==> config.mk <==
export PLATFORM = sky130hd
export DESIGN_NAME = spi_port
export DESIGN_NICKNAME = d
export VERILOG_FILES = /design/src/spi_port_pkg.sv /design/src/spi_port.sv
export VERILOG_INCLUDE_DIRS = /design/src
export SDC_FILE = /design/constraint.sdc
export NUM_CORES = 1
export LEC_CHECK = 0
export ABC_AREA = 1
export BUFFER_PORTS_ARGS = -buffer_cell sky130_fd_sc_hd__buf_2
export CAP_MARGIN = 15
export CORE_MARGIN = 5
export CORE_UTILIZATION = 33
export DETAILED_ROUTE_END_ITERATION = 8
export PLACE_DENSITY = 0.52
export REMOVE_ABC_BUFFERS = 1
export SLEW_MARGIN = 20
export SYNTH_ARGS = -nofsm -noshare
export SYNTH_HDL_FRONTEND = slang
export SYNTH_SLANG_ARGS = --single-unit
==> constraint.sdc <==
create_clock -name sys_clk -period 3.43 [get_ports sys_clk]
set_clock_uncertainty 0.05 [all_clocks]
set_input_delay 0 -clock sys_clk [delete_from_list [all_inputs] [get_ports sys_clk]]
set_output_delay 0 -clock sys_clk [all_outputs]
set_load 0.01 [all_outputs]
==> src/spi_port_cfg.svh <==
// Constants for the serial peripheral port and boot strap decode
// Summary of operation
// (RL1) Master toggles bit clock once per bit, idle outside each word.
// (RL2) Slave ignores bit clock while slave select is high.
// (RL3) Data launched on one clock edge, sampled on the opposite edge.
// (RL4) Polarity and phase control bits select the transfer format.
// (RL5) Outside master boot, clock and data pins float with pull-ups in reset.
// (RL6) In master boot, clock driven high and master-out low during reset.
// (RL7) Slave select is active low and acts as chip select.
// (RL8) Slave select low while master flags a multimaster error.
// (RL9) Master sends on master-out, slave sends on master-in.
// (RL10) Open-drain bit makes the master-in driver open-drain.
// (RL11) Control bit 5 disables the slave transmit driver on master-in.
// (RL12) System ensures only one slave drives master-in at a time.
// (RL13) Single-master system holds master's own slave select high.
// (RL14) Straps decode 00 slave boot, 01 master boot, 10 parallel boot, 11 reserved.
// (RL15) Board sets strap levels before reset is asserted.
`ifndef SPI_PORT_CFG_SVH
`define SPI_PORT_CFG_SVH
`define SPC_WORD_BITS       8
`define SPC_CNT_W           4
`define SPC_DIV_W           8
`define SPC_CTL_W           8
`define SPC_CTL_RESET       8'h00
`define SPC_BIT_MASTER      0
`define SPC_BIT_CPOL        1
`define SPC_BIT_CPHA        2
`define SPC_BIT_OPEN_DRAIN  3
`define SPC_BIT_ENABLE      4
`define SPC_BIT_SLV_TX_DIS  5
`define SPC_BOOT_SLAVE      2'h0
`define SPC_BOOT_MASTER     2'h1
`define SPC_BOOT_PARALLEL   2'h2
`define SPC_BOOT_RESERVED   2'h3
`endif

==> src/spi_port_pkg.sv <==
// Types for the serial peripheral port
package spi_port_pkg;
  typedef enum logic [1:0] {
    BOOT_SPI_SLAVE    = 2'h0,
    BOOT_SPI_MASTER   = 2'h1,
    BOOT_PARALLEL     = 2'h2,
    BOOT_RESERVED     = 2'h3
  } boot_mode_t;
  typedef enum logic [2:0] {
    ST_IDLE = 3'h1,
    ST_LEAD = 3'h2,
    ST_TRAIL = 3'h4
  } mst_state_t;
  typedef struct packed {
    logic       out;
    logic       oe;
  } pin_drv_t;
  typedef struct packed {
    logic [7:0] data;
  } word_t;
endpackage : spi_port_pkg

==> src/spi_port.sv <==
// Serial peripheral port: master/slave shifter, pin drivers and boot strap decode
`timescale 1ns/1ps
`default_nettype none
`include "spi_port_cfg.svh"
module spi_port (
  input  wire logic                       sys_clk,
  input  wire logic                       rst_n,
  input  wire logic [1:0]                 boot_select_straps,
  input  wire logic [`SPC_CTL_W-1:0]      serial_port_control_register,
  input  wire logic [`SPC_DIV_W-1:0]      clk_div,
  input  wire logic                       tx_valid,
  input  wire spi_port_pkg::word_t        tx_word,
  output logic                            tx_ready,
  output logic                            rx_valid,
  output spi_port_pkg::word_t             rx_word,
  input  wire logic                       rx_ready,
  output logic                            multimaster_error,
  output spi_port_pkg::boot_mode_t        boot_mode,
  output logic                            busy,
  input  wire logic                       serial_bit_clock_pin_i,
  output logic                            serial_bit_clock_pin_o,
  output logic                            serial_bit_clock_pin_oe,
  input  wire logic                       mosi_i,
  output logic                            mosi_o,
  output logic                            mosi_oe,
  input  wire logic                       miso_i,
  output logic                            miso_o,
  output logic                            miso_oe,
  input  wire logic                       slave_select_input_n,
  output logic                            pullup_en
);
  // ----------------------------------------
  // Pin synchronisers
  // ----------------------------------------
  logic [3:0] sync1_q;
  logic [3:0] sync2_q;
  logic [3:0] pins_raw;
  assign pins_raw = {serial_bit_clock_pin_i, mosi_i, miso_i, slave_select_input_n};
  always_ff @(posedge sys_clk or negedge rst_n) begin
    if (!rst_n) begin
      sync1_q <= 4'hf;
      sync2_q <= 4'hf;
    end else begin
      sync1_q <= pins_raw;
      sync2_q <= sync1_q;
    end
  end
  logic sck_s, mosi_s, miso_s, ss_n_s;
  assign {sck_s, mosi_s, miso_s, ss_n_s} = sync2_q;
  logic [1:0] strap1_q;
  logic [1:0] strap2_q;
  // No reset: the straps must reach the pin drivers while reset is still low
  always_ff @(posedge sys_clk) begin
    strap1_q <= boot_select_straps;
    strap2_q <= strap1_q;
  end

  // ----------------------------------------
  // Boot strap capture after reset release
  // ----------------------------------------
  logic boot_caught_q;
  always_ff @(posedge sys_clk or negedge rst_n) begin
    if (!rst_n) begin
      boot_caught_q <= 1'b0;
      boot_mode     <= spi_port_pkg::BOOT_SPI_SLAVE;
    end else if (!boot_caught_q) begin
      boot_caught_q <= 1'b1;
      boot_mode     <= spi_port_pkg::boot_mode_t'(strap2_q); // RL14
    end
  end

  // ----------------------------------------
  // Control decode
  // ----------------------------------------
  logic is_master, cpol, cpha, od_sel, port_en, slv_tx_dis;
  assign is_master  = serial_port_control_register[`SPC_BIT_MASTER];
  assign cpol       = serial_port_control_register[`SPC_BIT_CPOL]; // RL4
  assign cpha       = serial_port_control_register[`SPC_BIT_CPHA]; // RL4
  assign od_sel     = serial_port_control_register[`SPC_BIT_OPEN_DRAIN];
  assign port_en    = serial_port_control_register[`SPC_BIT_ENABLE];
  assign slv_tx_dis = serial_port_control_register[`SPC_BIT_SLV_TX_DIS];
  logic slave_sel;
  assign slave_sel = port_en && !is_master && !ss_n_s; // RL7 RL2

  // ----------------------------------------
  // Two-entry transmit and receive buffers
  // ----------------------------------------
  logic [7:0] txb_q [2];
  logic [1:0] txc_q;
  logic       txr_q;
  logic       txw_q;
  logic       tx_pop;
  logic [7:0] rxb_q [2];
  logic [1:0] rxc_q;
  logic       rxr_q;
  logic       rxw_q;
  logic       rx_push;
  logic [7:0] rx_push_word;
  logic       tx_push;
  assign tx_push = tx_valid && tx_ready;
  always_ff @(posedge sys_clk or negedge rst_n) begin
    if (!rst_n) begin
      txc_q <= 2'h0;
      txr_q <= 1'b0;
      txw_q <= 1'b0;
      txb_q[0] <= 8'h00;
      txb_q[1] <= 8'h00;
      tx_ready <= 1'b0;
    end else begin
      if (tx_push) begin
        txb_q[txw_q] <= tx_word.data;
        txw_q <= ~txw_q;
      end
      if (tx_pop) txr_q <= ~txr_q;
      txc_q <= txc_q + {1'b0, tx_push} - {1'b0, tx_pop};
      tx_ready <= (txc_q + {1'b0, tx_push} - {1'b0, tx_pop}) < 2'h2;
    end
  end
  logic tx_have;
  assign tx_have = (txc_q != 2'h0);
  logic [7:0] tx_head;
  assign tx_head = txb_q[txr_q];
  logic rx_pop;
  assign rx_pop = rx_valid && rx_ready;
  logic rx_acc;
  assign rx_acc = rx_push && (rxc_q != 2'h2);
  always_ff @(posedge sys_clk or negedge rst_n) begin
    if (!rst_n) begin
      rxc_q <= 2'h0;
      rxr_q <= 1'b0;
      rxw_q <= 1'b0;
      rxb_q[0] <= 8'h00;
      rxb_q[1] <= 8'h00;
      rx_valid <= 1'b0;
      rx_word <= '0;
    end else begin
      logic [1:0] n;
      logic       r;
      n = rxc_q + {1'b0, rx_acc} - {1'b0, rx_pop};
      r = rx_pop ? ~rxr_q : rxr_q;
      if (rx_acc) begin
        rxb_q[rxw_q] <= rx_push_word;
        rxw_q <= ~rxw_q;
      end
      rxr_q <= r;
      rxc_q <= n;
      rx_valid <= (n != 2'h0);
      rx_word.data <= (rx_acc && (rxc_q == 2'h0 || (rxc_q == 2'h1 && rx_pop))) ? rx_push_word : rxb_q[r];
    end
  end
  logic rx_room;
  assign rx_room = (rxc_q == 2'h0) || (rxc_q == 2'h1 && !rx_push);

  // ----------------------------------------
  // Master clock generator and shifter
  // ----------------------------------------
  spi_port_pkg::mst_state_t st_q;
  logic [`SPC_DIV_W-1:0] div_q;
  logic [`SPC_CNT_W-1:0] bit_q;
  logic [7:0]            msh_q;
  logic                  sck_q;
  logic                  mdo_q;
  logic                  m_done;
  logic                  tick;
  assign tick = (div_q == clk_div);
  always_ff @(posedge sys_clk or negedge rst_n) begin
    if (!rst_n) begin
      st_q  <= spi_port_pkg::ST_IDLE;
      div_q <= '0;
      bit_q <= '0;
      msh_q <= 8'h00;
      sck_q <= 1'b0;
      mdo_q <= 1'b0;
    end else begin
      div_q <= (st_q == spi_port_pkg::ST_IDLE || tick) ? '0 : div_q + 1'b1;
      case (st_q)
        spi_port_pkg::ST_IDLE: begin
          sck_q <= cpol; // RL1
          if (port_en && is_master && ss_n_s && tx_have && rx_room) begin
            msh_q <= tx_head;
            mdo_q <= tx_head[7];
            bit_q <= '0;
            st_q  <= spi_port_pkg::ST_LEAD;
          end
        end
        spi_port_pkg::ST_LEAD: if (tick) begin
          sck_q <= ~cpol; // RL1
          if (cpha) mdo_q <= msh_q[7]; // RL3
          else msh_q <= {msh_q[6:0], miso_s}; // RL3
          st_q <= spi_port_pkg::ST_TRAIL;
        end
        spi_port_pkg::ST_TRAIL: if (tick) begin
          sck_q <= cpol;
          if (cpha) msh_q <= {msh_q[6:0], miso_s}; // RL3
          else mdo_q <= msh_q[7]; // RL3
          if (bit_q == `SPC_CNT_W'(`SPC_WORD_BITS - 1)) st_q <= spi_port_pkg::ST_IDLE;
          else begin
            bit_q <= bit_q + 1'b1;
            st_q  <= spi_port_pkg::ST_LEAD;
          end
        end
        default: st_q <= spi_port_pkg::ST_IDLE;
      endcase
    end
  end
  assign m_done = (st_q == spi_port_pkg::ST_TRAIL) && tick && (bit_q == `SPC_CNT_W'(`SPC_WORD_BITS - 1));

  // ----------------------------------------
  // Slave shifter on sampled bit clock edges
  // ----------------------------------------
  logic       sck_d1_q;
  logic [7:0] ssh_q;
  logic [`SPC_CNT_W-1:0] sbit_q;
  logic       sdo_q;
  logic       s_loaded_q;
  logic       s_done;
  always_ff @(posedge sys_clk or negedge rst_n) begin
    if (!rst_n) sck_d1_q <= 1'b1;
    else sck_d1_q <= sck_s;
  end
  logic sck_edge, lead_edge;
  assign sck_edge  = slave_sel && (sck_s != sck_d1_q); // RL2
  assign lead_edge = (sck_s != cpol);
  logic s_sample;
  assign s_sample = sck_edge && (lead_edge ^ cpha);
  assign s_done = s_sample && (sbit_q == `SPC_CNT_W'(`SPC_WORD_BITS - 1));
  always_ff @(posedge sys_clk or negedge rst_n) begin
    if (!rst_n) begin
      ssh_q <= 8'h00;
      sbit_q <= '0;
      sdo_q <= 1'b0;
      s_loaded_q <= 1'b0;
    end else if (!slave_sel) begin
      sbit_q <= '0;
      s_loaded_q <= 1'b0;
    end else begin
      if (!s_loaded_q) begin
        ssh_q <= tx_have ? tx_head : 8'h00;
        sdo_q <= tx_have ? tx_head[7] : 1'b0;
        s_loaded_q <= 1'b1;
      end else if (s_sample) begin
        ssh_q <= {ssh_q[6:0], mosi_s}; // RL3 RL9
        sbit_q <= s_done ? '0 : sbit_q + 1'b1;
        if (s_done) s_loaded_q <= 1'b0;
      end else if (sck_edge && !(cpha == 1'b0 && sbit_q == '0 && lead_edge)) begin
        sdo_q <= ssh_q[7]; // RL3
      end
    end
  end
  assign tx_pop       = (m_done || (slave_sel && !s_loaded_q)) && tx_have;
  assign rx_push      = m_done || s_done;
  // With phase set, the master's last bit is shifted in on the same tick as the push
  assign rx_push_word = m_done ? (cpha ? {msh_q[6:0], miso_s} : msh_q) : {ssh_q[6:0], mosi_s};

  // ----------------------------------------
  // Pin drivers and error flag
  // ----------------------------------------
  logic mst_boot;
  assign mst_boot = (strap2_q == `SPC_BOOT_MASTER);
  // Clock and master-out drive enables have no async reset: their reset value depends on the straps.
  // Limitation: master boot drive starts a few clocks after reset falls.
  always_ff @(posedge sys_clk) begin
    if (!rst_n) begin
      serial_bit_clock_pin_oe <= mst_boot; // RL5 RL6
      mosi_oe                 <= mst_boot; // RL5 RL6
    end else begin
      serial_bit_clock_pin_oe <= port_en && is_master; // RL1
      mosi_oe                 <= port_en && is_master; // RL9
    end
  end
  always_ff @(posedge sys_clk or negedge rst_n) begin
    if (!rst_n) begin
      serial_bit_clock_pin_o  <= 1'b1; // RL6
      mosi_o  <= 1'b0; // RL6
      miso_o  <= 1'b0;
      miso_oe <= 1'b0; // RL5
      pullup_en <= 1'b1; // RL5
      busy <= 1'b0;
    end else begin
      pullup_en <= 1'b1;
      busy <= (st_q != spi_port_pkg::ST_IDLE) || s_loaded_q;
      serial_bit_clock_pin_o  <= sck_q;
      mosi_o  <= mdo_q;
      miso_o  <= od_sel ? 1'b0 : sdo_q; // RL10
      miso_oe <= slave_sel && !slv_tx_dis && (od_sel ? !sdo_q : 1'b1); // RL9 RL10 RL11
    end
  end
  logic mm_q;
  always_ff @(posedge sys_clk or negedge rst_n) begin
    if (!rst_n) mm_q <= 1'b0;
    else mm_q <= port_en && is_master && !ss_n_s; // RL8
  end
  assign multimaster_error = mm_q;

  // ----------------------------------------
  // Checks
  // ----------------------------------------
  mm_flag_a: assert property (@(posedge sys_clk) disable iff (!rst_n) // RL8
    (port_en && is_master && !ss_n_s) |=> multimaster_error) else $error("multimaster not flagged");
  slave_quiet_a: assert property (@(posedge sys_clk) disable iff (!rst_n) // RL2
    (ss_n_s && !is_master) |-> !s_sample) else $error("slave reacted while deselected");
  sck_idle_a: assert property (@(posedge sys_clk) disable iff (!rst_n) // RL1
    (st_q == spi_port_pkg::ST_IDLE) |=> (sck_q == $past(cpol))) else $error("clock not idle");
  miso_dis_a: assert property (@(posedge sys_clk) disable iff (!rst_n) // RL11
    slv_tx_dis |=> !miso_oe) else $error("miso driven while disabled");
  od_high_a: assert property (@(posedge sys_clk) disable iff (!rst_n) // RL10
    (od_sel && miso_oe) |-> !miso_o) else $error("open drain drove high");
  mosi_role_a: assert property (@(posedge sys_clk) disable iff (!rst_n) // RL9
    (rst_n && !is_master) |=> !mosi_oe) else $error("slave drove mosi");
  word_len_a: assert property (@(posedge sys_clk) disable iff (!rst_n) // RL1
    $rose(st_q == spi_port_pkg::ST_LEAD) && $past(st_q == spi_port_pkg::ST_IDLE) |-> !rx_push [*2])
    else $error("word ended early");
  boot_dec_a: assert property (@(posedge sys_clk) disable iff (!rst_n) // RL14
    $rose(boot_caught_q) |-> (boot_mode == $past(boot_select_straps))) else $error("boot decode");
endmodule : spi_port
`default_nettype wire

==> results of run 1 <==
[cell usage after synthesis (5+ instances only)]
cell type / number
a21oi_1: 9
a31oi_1: 6
clkbuf_1: 7
dfrtp_1: 96
dfstp_2: 11
dfxtp_1: 5
ha_1: 8
inv_1: 53
inv_2: 5
nand2_1: 214
nand3_1: 30
nor2_1: 47
nor3_1: 13
o21ai_0: 57
xnor2_1: 7
xor2_1: 10
[critical path, delay by kind of cell, from the launching register on]
family	cells	cell delay [ns]
AO/OA/AOI/OAI	1	0.14
XOR/XNOR	2	0.28
adder cells (fa/ha/maj)	3	0.67
buffers and inverters	2	0.24
flip-flops	1	0.40
AND/OR/NAND/NOR	6	0.91
[metal layers]
layer / wire, um / up-vias
li1: - / 2164
met3: 473 / 18
met4: 250 / 0
met5: 0 / -
met1: 5330 / 1954
met2: 5510 / 72
[kinds of logic after synthesis]
group / Yosys count / share of synthesized area
and+or+nand+nor: 327 / 0.264
DFF: 112 / 0.533
xor gates and xnor gates: 17 / 0.0284
muxes: 1 / 0.00215
other: 1 / 0.000716
AOI/OAI and AO/OA: 89 / 0.0939
buffers and inverters: 74 / 0.0586
adders and majority gates: 8 / 0.0191
[layout make-up]
class	count	area, um^2	share of cell area
sequential	112	2790	0.447
multi-input combinational	444	2150	0.344
timing repair buffer	77	523	0.0838
clock buffer	14	274	0.0439
tap	216	270	0.0433
inverter	60	225	0.0361
clock inverter	2	12.5	0.00200
[power by group through the flow]
stage	Combinational (mW)	Sequential, mW	Clock, mW
2_1_floorplan	1.10	1.93	0
3_5_place_dp	1.63	1.94	0
6_report	1.63	1.92	1.01
3_3_place_gp	1.60	1.93	0
4_1_cts	1.65	1.92	1.04
5_1_grt	1.90	1.97	1.10
[worst max-delay path by stage]
stage                                    start                 end  slack [ns]  depth (start not counted)
after global placement    bit_q[0]$_DFFE_PN0P_  rx_valid$_DFF_PN0_        0.67                         14
after floorplan           bit_q[0]$_DFFE_PN0P_  rx_valid$_DFF_PN0_        0.75                         13
after CTS                 bit_q[0]$_DFFE_PN0P_  rx_valid$_DFF_PN0_        0.61                         14
final                     bit_q[0]$_DFFE_PN0P_  rx_valid$_DFF_PN0_        0.63                         14
after global routing      bit_q[0]$_DFFE_PN0P_  rx_valid$_DFF_PN0_        0.45                         14
after detailed placement  bit_q[0]$_DFFE_PN0P_  rx_valid$_DFF_PN0_        0.65                         14
[what timing repair did]
action | 4_1_cts | 5_1_grt
setup buffers | 0 | 0
hold endpoints to repair | 78 | 0
hold buffers | 23 | 0
[registers in the layout, indices dropped and copies added (netlist names), 3 cells and up]
register  count
rxb_q        16
txb_q        16
div_q         8
msh_q         8
rx_word       8
ssh_q         8
bit_q         4
sbit_q        4
sync1_q       4
sync2_q       4
st_q          3
[through the flow]
stage          setup slack [ns]  power, mW  hold slack [ns]  area, um^2
2_1_floorplan             0.752       3.04           -0.346        5160
3_3_place_gp              0.670       3.53           0.0555        5720
3_5_place_dp              0.645       3.57           0.0564        5720
4_1_cts                   0.606       4.61            0.117        6240
5_1_grt                   0.449       4.96            0.162        6240
6_report                  0.629       4.55            0.124        6240
==> impl_results.md, run 1 <==
- Layout cells sized above 1: 0.150
- Largest net degree at the start of global routing: 62
- Die Height: 136 um
- CTS Buf Count: 9
- Post-route DRC: 0
- Outcome: finished clean
- Yosys Warn Count: 0
- Total grt overflow: 0
- Hold path endpoint: st_q[1]$_DFFE_PN0P_
- CP endpoint kind: flip-flop
- Cell Chain, Critical Path: ha_1 > nand2_1 > or2_1 > nor2_1 > nand3_1 > buf_4 > nand2_4 > o21ai_2 > ha_1 > inv_1 > ha_1 > xnor2_1 > xor2_1 > or2_2
- Reg2reg end: rx_valid$_DFF_PN0_
- EDFF count, synth: 0
- Via density: 4.55
- Yosys reg bits: 112
- R2r startpoint: bit_q[0]$_DFFE_PN0P_
- Final setup viols: 0
- Setup tns final: 0 ns
- 1st-iter DRT viols: 235
- Slowest CP cell: dfrtp_1
- Overall global routing resource usage: 0.135
- Worst path most repeated cell: ha_1
- Max FO, Critical Path: 11
- Final net count: 746
- Startpoint Class: flip-flop
- Min Tclk post-route: 2.80 ns
- Mapped Avg Cell Area: 8.32 um^2
- Yosys cell types: 41
- Clock power share: 0.221
- Resized cells post-CTS: 0
- Antenna violations before repair: 0
- Global-route wire length before repair: 20.2 mm
- R2r setup slk: 0.63 ns
- Placeable Area: 15700 um^2
- Pleak: 3.05 nW
- Fmax: 357 MHz
- Vias in the first global route: 4295
- Hold path start: clk_div[3]
- Routed Wire Length: 11.6 mm
- Sequential power share: 0.421
- Fillers: 1650
- R2R depth: 14
- Gpl congestion: 0.832
- WP data arrival: 2.97 ns
- Clock Path Buffers: 2
- Worst Hold Class: input pin to flip-flop
- Primary FF master, synth: dfrtp_1
- Final Max Slew Viols: 0
- CTS tree: built
- Mapped cell area: 5240 um^2
- Final Core Density: 0.397
- Final hold viol count: 0
- Drt pass-1 iters: 4
- Max VDD drop: 296 uV
- Setup Crit Path Kind: flip-flop to flip-flop
- Via count: 4208
- Die Area: 18500 um^2
- Post-synth top area cell: dfrtp_1
- Commonest non-fill, non-tap cell in the layout: nand2_1
- Worst Tran Pin Value: 1.01 ns
- Ant diodes: 0
- WP data required: 3.60 ns
- Clock-pin slew on the worst setup and hold paths: 0.07 ns
- Post-synthesis sequential area ratio: 0.533
- Cell internal pwr: 2.81 mW
- Switching share of power: 0.383
- GR Layer Usage met3: 0.0263
- Cell Count, Final, Fillers Out: 925
- H-tree depth: 3
- MaxCap Viol Count: 0
- Num rows: 46
- Commonest non-fill, non-tap cells in the layout: nand2_1, dfrtp_1, o21ai_0
- Pwr dens: 729 nW/um^2
- Top cells by area, synth: dfrtp_1, nand2_1, dfstp_2
- Mapped Cells: 629
- Clock root buffer: clkbuf_16
- Synth-to-Final Area Change: 19.3%
- Final HPWL DP: 8.30 mm
- Clk_lat worst skew: 0.34 ns
- Worst slew margin: 0.325
- Sink Count: 112
- Unrepaired setup endpoints after global routing: no
- Top cell type's share of synthesized area: 0.459
- Fin crit share: 0.817
- P_sw: 1.74 mW
- Async SR Flop Fraction: 0.955
- Comb pwr share: 0.358
- Top Ports: 55
- Antenna Nets Post-Route: 0
- Port bufs: 51
- CP peak stage delay: 0.40 ns
- Die W: 136 um
- Busiest layer in global routing: met2
- Wire per inst: 12.5 um
- Met1 Usage GRT: 0.176
- Initial core utilization: 0.333
- Met2 usage: 0.221
- Worst Hold Depth: 7
- Placed Cells: 886
Power figures use the tool's default switching activity.
==> run 2: changes to the inputs <==
Settings changed: PLACE_DENSITY 0.52 to 0.54.
Clock period 3.43 ns to 2.35 ns, I/O delays scaled along.
==> run 2 against run 1 <==
  * The run now ends with negative setup slack left
  * Sequential share of layout area is 2.9 points lower
  * Via count is 5.2% higher
  * Die area stayed put
  * Non-clock buffer count is 35 higher
  * Final cell count is 3.8% higher
  * Routed wire length is 6.2% higher
  * Critical path type unchanged
  * Highest routed layer unchanged
==> impl_results.md, run 2 (synthesis gave the netlist of run 1 again) <==
- Die Height: 136 um (unchanged)
- Clk_lat worst skew: 0.35 ns (was 0.34 ns)
- Fin crit share: 1.08 (was 0.817)
- CP endpoint kind: flip-flop (unchanged)
- Ant diodes: 0 (unchanged)
- Antenna violations before repair: 0 (unchanged)
- Final net count: 781 (was 746)
- Fin area: 6680 um^2 (was 6240 um^2)
- 1st-iter DRT viols: 284 (was 235)
- Sink Count: 112 (unchanged)
- Wire per inst: 12.8 um (was 12.5 um)
- Switching share of power: 0.375 (was 0.383)
- Final setup viols: 4 (was 0)
- Clock-pin slew on the worst setup and hold paths: 0.07 ns (about the same)
- Global-route wire length before repair: 20.8 mm (was 20.2 mm)
- Gpl congestion: 0.843 (was 0.832)
- Startpoint Class: flip-flop (unchanged)
- H-tree depth: 3 (unchanged)
- Cell internal pwr: 4.53 mW (was 2.81 mW)
- Final Max Slew Viols: 0 (unchanged)
- Via density: 4.61 (was 4.55)
- Max FO, Critical Path: 2 (was 11)
- Max VDD drop: 451 uV (was 296 uV)
- Comb pwr share: 0.371 (was 0.358)
- Commonest non-fill, non-tap cell in the layout: nand2_1 (unchanged)
- Final hold viol count: 0 (unchanged)
- Dpl cell area: 5930 um^2 (was 5720 um^2)
- Final Worst Setup Slack: -0.188 ns (was 0.629 ns)
- Reg2reg end: rx_valid$_DFF_PN0_ (unchanged)
- R2R depth: 14 (unchanged)
- Min Tclk post-route: 2.54 ns (was 2.80 ns)
- Initial core utilization: 0.333 (unchanged)
- Clock power share: 0.244 (was 0.221)
- Clock root buffer: clkbuf_16 (unchanged)
- Worst Setup SP: bit_q[1]$_DFFE_PN0P_ (was bit_q[0]$_DFFE_PN0P_)
- Post-route DRC: 0 (unchanged)
- Total grt overflow: 0 (unchanged)
- MaxCap Viol Count: 0 (unchanged)
- Overall global routing resource usage: 0.140 (was 0.135)
- Failing checks: negative setup slack
- Routed Wire Length: 12.3 mm (was 11.6 mm)
- Die W: 136 um (unchanged)
- WP data arrival: 2.72 ns (was 2.97 ns)
- Worst hold margin: 0.148 ns (was 0.124 ns)
- CTS Buf Count: 9 (unchanged)
- P_sw: 2.72 mW (was 1.74 mW)
- Largest registers: rxb_q (16), txb_q (16) (unchanged)
- R2r setup slk: -0.19 ns (was 0.63 ns)
- Synth-to-Final Area Change: 27.5% (was 19.3%)
- Layout cells sized above 1: 0.208 (was 0.150)
- CP Capture Point: rx_valid$_DFF_PN0_ (unchanged)
- Worst Hold Class: input pin to flip-flop (unchanged)
- Vias in the first global route: 4407 (was 4295)
- Die Area: 18500 um^2 (unchanged)
- Unrepaired setup endpoints after global routing: yes (was no)
- Fmax: 394 MHz (was 357 MHz)
- Drt pass-1 iters: 5 (was 4)
- Final HPWL DP: 8.88 mm (was 8.30 mm)
- CTS tree: built (unchanged)
- Outcome: finished with violations (was finished clean)
- Via count: 4428 (was 4208)
- R2r startpoint: bit_q[1]$_DFFE_PN0P_ (was bit_q[0]$_DFFE_PN0P_)
- Pwr dens: 1090 nW/um^2 (was 729 nW/um^2)
- Clock Path Buffers: 2 (unchanged)
- Pleak: 3.26 nW (was 3.05 nW)
- Antenna Nets Post-Route: 0 (unchanged)
- Largest net degree at the start of global routing: 54 (was 62)
- WP data required: 2.54 ns (was 3.60 ns)
- Placeable Area: 15700 um^2 (unchanged)
- Num rows: 46 (unchanged)
- Setup Crit Path Kind: flip-flop to flip-flop (unchanged)
- Commonest non-fill, non-tap cells in the layout: nand2_1, dfrtp_1, o21ai_0 (unchanged)
- Port bufs: 51 (unchanged)
- Sequential power share: 0.385 (was 0.421)
- Top Ports: 55 (unchanged)
- Worst Tran Pin Value: 0.685 ns (was 1.01 ns)
- Worst slew margin: 0.543 (was 0.325)
run 2: how the worst min path moves through the flow:
stage / slack [ns] / startpoint / cells past startpoint / end
CTS: 0.12 / clk_div[3] / 7 / st_q[1]$_DFFE_PN0P_
global placement: 0.04 / rst_n / 1 / txw_q$_DFFE_PN0P_
detailed placement: 0.05 / rst_n / 1 / sbit_q[1]$_DFFE_PN0P_
floorplan: -0.35 / rst_n / 0 / bit_q[0]$_DFFE_PN0P_
global route: 0.19 / clk_div[0] / 7 / st_q[1]$_DFFE_PN0P_
finish: 0.15 / clk_div[0] / 7 / st_q[1]$_DFFE_PN0P_
run 2: what timing repair did:
action / 4_1_cts / 5_1_grt
hold buffers: 23 / 0
hold endpoints to repair: 68 / 0
gates resized for setup: 9 / 15
pin swaps: 1 / 7
setup endpoints to repair: 3 / 4
setup buffers: 3 / 3
run 2: layout make-up:
type	count	area [um^2]
multi-input combinational	444	2260
fill	1545	9040
sequential	112	2790
timing repair buffer	112	781
tap	216	270
inverter	60	228
clock inverter	5	104
clock buffer	11	243
run 2: routing by layer:
layer,track usage,vias up,share of wire
met1,0.186,2082,0.46
met5,0,-,0
met3,0.0252,22,0.048
met2,0.228,102,0.47
met4,0.0543,0,0.020
li1,-,2222,-
run 2: power by group through the flow:
stage                     Combinational [mW]  Sequential (mW)  Clock, mW
after global placement                  2.47             2.80          0
after detailed placement                2.53             2.82          0
final                                   2.69             2.79       1.77
after global routing                    3.07             2.86       1.92
after floorplan                         1.61             2.82          0
after CTS                               2.59             2.79       1.83
run 2: worst max-delay path, cell delays in order (launching register included):
cell,delay (ns)
dfrtp_1,0.36
ha_2,0.20
nand2_2,0.06
or2_4,0.26
nor2_4,0.12
nand3_4,0.11
buf_6,0.15
nand2_4,0.06
o21ai_4,0.07
ha_4,0.27
inv_2,0.04
ha_4,0.15
xnor2_2,0.14
xor2_1,0.16
or2_4,0.23
run 2: metrics by stage:
| stage | util | cells | setup WS (ns) | power [mW] | TNS [ns] |
|---|---|---|---|---|---|
| 2_1_floorplan | - | 616 | -0.328 | 4.43 | -0.631 |
| 3_3_place_gp | 0.377 | 915 | -0.165 | 5.26 | -0.359 |
| 3_5_place_dp | 0.378 | 915 | -0.289 | 5.35 | -0.703 |
| 4_1_cts | 0.418 | 957 | -0.160 | 7.21 | -0.347 |
| 5_1_grt | 0.425 | 960 | -0.295 | 7.84 | -1.20 |
| 6_report | 0.425 | 960 | -0.188 | 7.25 | -0.452 |
==> run 3: changes to the inputs <==
Settings changed: ABC_AREA 1 to unset, CORE_UTILIZATION 33 to 53, PLACE_DENSITY 0.54 to 0.78.
==> run 3 against run 2 <==
  * The flow still finishes with violations (negative setup slack)
  * Sequential power shrank 7%
  * Fmax down 6.7%
  * Count of clock-buffer cells in the layout down 2
  * Clock power down 40%
  * Largest cell class unchanged
  * Highest routed layer unchanged
==> impl_results.md, run 3 <==
- Top cells by area, synth: dfrtp_1, mux2_2, dfstp_2 (was dfrtp_1, nand2_1, dfstp_2)
- Primary FF master, synth: dfrtp_1 (unchanged)
- P_sw: 1.60 mW (was 2.72 mW)
- Num rows: 36 (was 46)
- Largest net degree at the start of global routing: 69 (was 54)
- Max FO, Critical Path: 2 (unchanged)
- Comb pwr share: 0.268 (was 0.371)
- Fillers: 700 (was 1545)
- Yosys reg bits: 112 (unchanged)
- Fmax: 367 MHz (was 394 MHz)
- Die W: 109 um (was 136 um)
- MaxCap Viol Count: 0 (unchanged)
- Drt pass-1 iters: 4 (was 5)
- Wire per inst: 15.7 um (was 12.8 um)
- Gpl congestion: 0.826 (was 0.843)
- CTS Buf Count: 9 (unchanged)
- Final net count: 589 (was 781)
- Routed Wire Length: 10.8 mm (was 12.3 mm)
- Antenna Nets Post-Route: 0 (unchanged)
- Cell internal pwr: 3.40 mW (was 4.53 mW)
- Count leader, synth: dfrtp_1 (was nand2_1)
- Fin crit share: 1.16 (was 1.08)
- Final HPWL DP: 7.32 mm (was 8.88 mm)
- Port bufs: 51 (unchanged)
- H-tree depth: 3 (unchanged)
- Global-route wire length before repair: 17.6 mm (was 20.8 mm)
- Largest registers: rxb_q (16), txb_q (16) (unchanged)
- Top cell type's share of synthesized area: 0.466 (was 0.459)
- Pwr dens: 762 nW/um^2 (was 1090 nW/um^2)
- WP data required: 2.57 ns (was 2.54 ns)
- Sequential power share: 0.520 (was 0.385)
- Clock root buffer: clkbuf_8 (was clkbuf_16)
- Initial core utilization: 0.535 (was 0.333)
- 1st-iter DRT viols: 124 (was 284)
- Layout cells sized above 1: 0.393 (was 0.208)
- Yosys cell types: 52 (was 41)
- Final Max Slew Viols: 0 (unchanged)
- WP data arrival: 2.94 ns (was 2.72 ns)
- Clock Path Buffers: 2 (unchanged)
- Worst Hold Class: input pin to async pin (was input pin to flip-flop)
- Commonest cells post-synth: dfrtp_1, mux2_2, nor2_1 (was nand2_1, dfrtp_1, o21ai_0)
- Top Ports: 55 (unchanged)
- CTS tree: built (unchanged)
- EDFF count, synth: 0 (unchanged)
- Tot Pwr: 5.00 mW (was 7.25 mW)
- Die Area: 11800 um^2 (was 18500 um^2)
- Post-synth top area cell: dfrtp_1 (unchanged)
- Setup Crit Path Kind: flip-flop to flip-flop (unchanged)
- Mapped cell area: 5150 um^2 (was 5240 um^2)
- Mapped Avg Cell Area: 12.1 um^2 (was 8.32 um^2)
- Failing checks: negative setup slack (unchanged)
- Startpoint Class: flip-flop (unchanged)
- Final setup viols: 28 (was 4)
- Sink Count: 112 (unchanged)
- Die Height: 109 um (was 136 um)
- Post-synthesis sequential area ratio: 0.542 (was 0.533)
- Pleak: 3.09 nW (was 3.26 nW)
- Overall global routing resource usage: 0.189 (was 0.140)
- Clock-pin slew on the worst setup and hold paths: 0.10 ns (was 0.07 ns)
- Setup tns final: -5.54 ns (was -0.452 ns)
- Placeable Area: 9640 um^2 (was 15700 um^2)
- Total grt overflow: 0 (unchanged)
- Post-route DRC: 0 (unchanged)
- Clk_lat worst skew: 0.37 ns (was 0.35 ns)
- Commonest non-fill, non-tap cell in the layout: dfrtp_1 (was nand2_1)
- Outcome: finished with violations (unchanged)
- Ant diodes: 0 (unchanged)
- Worst slew margin: 0.635 (was 0.543)
- Via density: 5.32 (was 4.61)
- Async SR Flop Fraction: 0.955 (unchanged)
- Final hold viol count: 0 (unchanged)
- Min Tclk post-route: 2.72 ns (was 2.54 ns)
- Via count: 3647 (was 4428)
- Unrepaired setup endpoints after global routing: yes (unchanged)
- Synth-to-Final Area Change: 27.2% (was 27.5%)
- Worst Tran Pin Value: 0.544 ns (was 0.685 ns)
- Switching share of power: 0.320 (was 0.375)
- Final Worst Setup Slack: -0.372 ns (was -0.188 ns)
- Clock power share: 0.213 (was 0.244)
- Vias in the first global route: 3813 (was 4407)
- Yosys Warn Count: 0 (unchanged)
- Antenna violations before repair: 0 (unchanged)
- Mapped Cells: 425 (was 629)
- Max VDD drop: 582 uV (was 451 uV)
- Commonest non-fill, non-tap cells in the layout: dfrtp_1, buf_2, buf_4 (was nand2_1, dfrtp_1, o21ai_0)
- CP endpoint kind: flip-flop (unchanged)
- Worst hold margin: 0.125 ns (was 0.148 ns)
==> run 3: final timing paths <==
kind,start,to,slack [ns],cells after the start
min in group sys_clk,boot_select_straps[0],strap1_q[0]$_DFF_P_,0.21,2
setup / recovery,div_q[4]$_DFF_PN0_,rx_valid$_DFF_PN0_,-0.37,10
max in group asynchronous,rst_n,sync1_q[0]$_DFF_PN1_,1.35,3
hold reg to reg,strap1_q[0]$_DFF_P_,strap2_q[0]$_DFF_P_,0.29,0
hold / removal,rst_n,boot_caught_q$_DFF_PN0_,0.12,2
setup reg to reg,div_q[4]$_DFF_PN0_,rx_valid$_DFF_PN0_,-0.37,10
==> run 3: worst max-delay path, cell delays in order, from the launching register on <==
cell and delay (ns):
dfrtp_1 0.42, xnor2_2 0.18, nand4_1 0.17, or4b_4 0.59, a21o_1 0.22, ha_4 0.27, inv_2 0.04, ha_4 0.17
xnor2_4 0.13, xnor2_2 0.14, or2_4 0.23
==> run 3: power groups by stage <==
stage / combinational, mW / clock, mW / sequential (mW)
floorplan: 0.863 / 0 / 2.57
global placement: 1.18 / 0 / 2.60
detailed placement: 1.23 / 0 / 2.62
CTS: 1.28 / 1.09 / 2.59
global route: 1.50 / 1.17 / 2.65
finish: 1.34 / 1.06 / 2.60
==> run 3: cell type report <==
class | instances | area (um^2) | area share
clock buffers | 9 | 124 | 0.0189
clock inverters | 7 | 53.8 | 0.00821
inverters | 15 | 58.8 | 0.00897
multi-input cells | 285 | 2440 | 0.373
flip-flops and latches | 112 | 2790 | 0.426
well taps | 133 | 166 | 0.0254
repair buffers | 124 | 918 | 0.140
==> run 3: timing repair <==
action	4_1_cts	5_1_grt
buffers inserted	10	2
endpoints found under the hold margin	69	0
setup endpoints to repair	30	30
resized for setup	15	32
pin swaps	11	15
hold buffers	24	0
==> run 3: routing by layer <==
layer  global-route usage  wire, um
met4               0.0640       217
met5                    0         0
met2                0.338      5630
met1                0.233      4610
met3               0.0302       332
==> run 3: cells by family after synthesis <==
kind of cell               share of synthesized area
buffers and inverters                         0.0265
and+or+nand+nor                               0.0942
other                                       0.000728
muxes                                          0.181
xor gates and xnor gates                      0.0391
adders and majority gates                     0.0214
AOI/OAI and AO/OA                             0.0957
DFF                                            0.542
==> run 3: stage by stage <==
stage | cells | setup WS [ns] | utilization | instance area, um^2
after floorplan | 412 | -0.619 | - | 5080
after global placement | 634 | -0.398 | 0.604 | 5820
after detailed placement | 634 | -0.501 | 0.604 | 5820
after CTS | 684 | -0.302 | 0.664 | 6400
after global routing | 685 | -0.433 | 0.680 | 6560
final | 685 | -0.372 | 0.680 | 6560
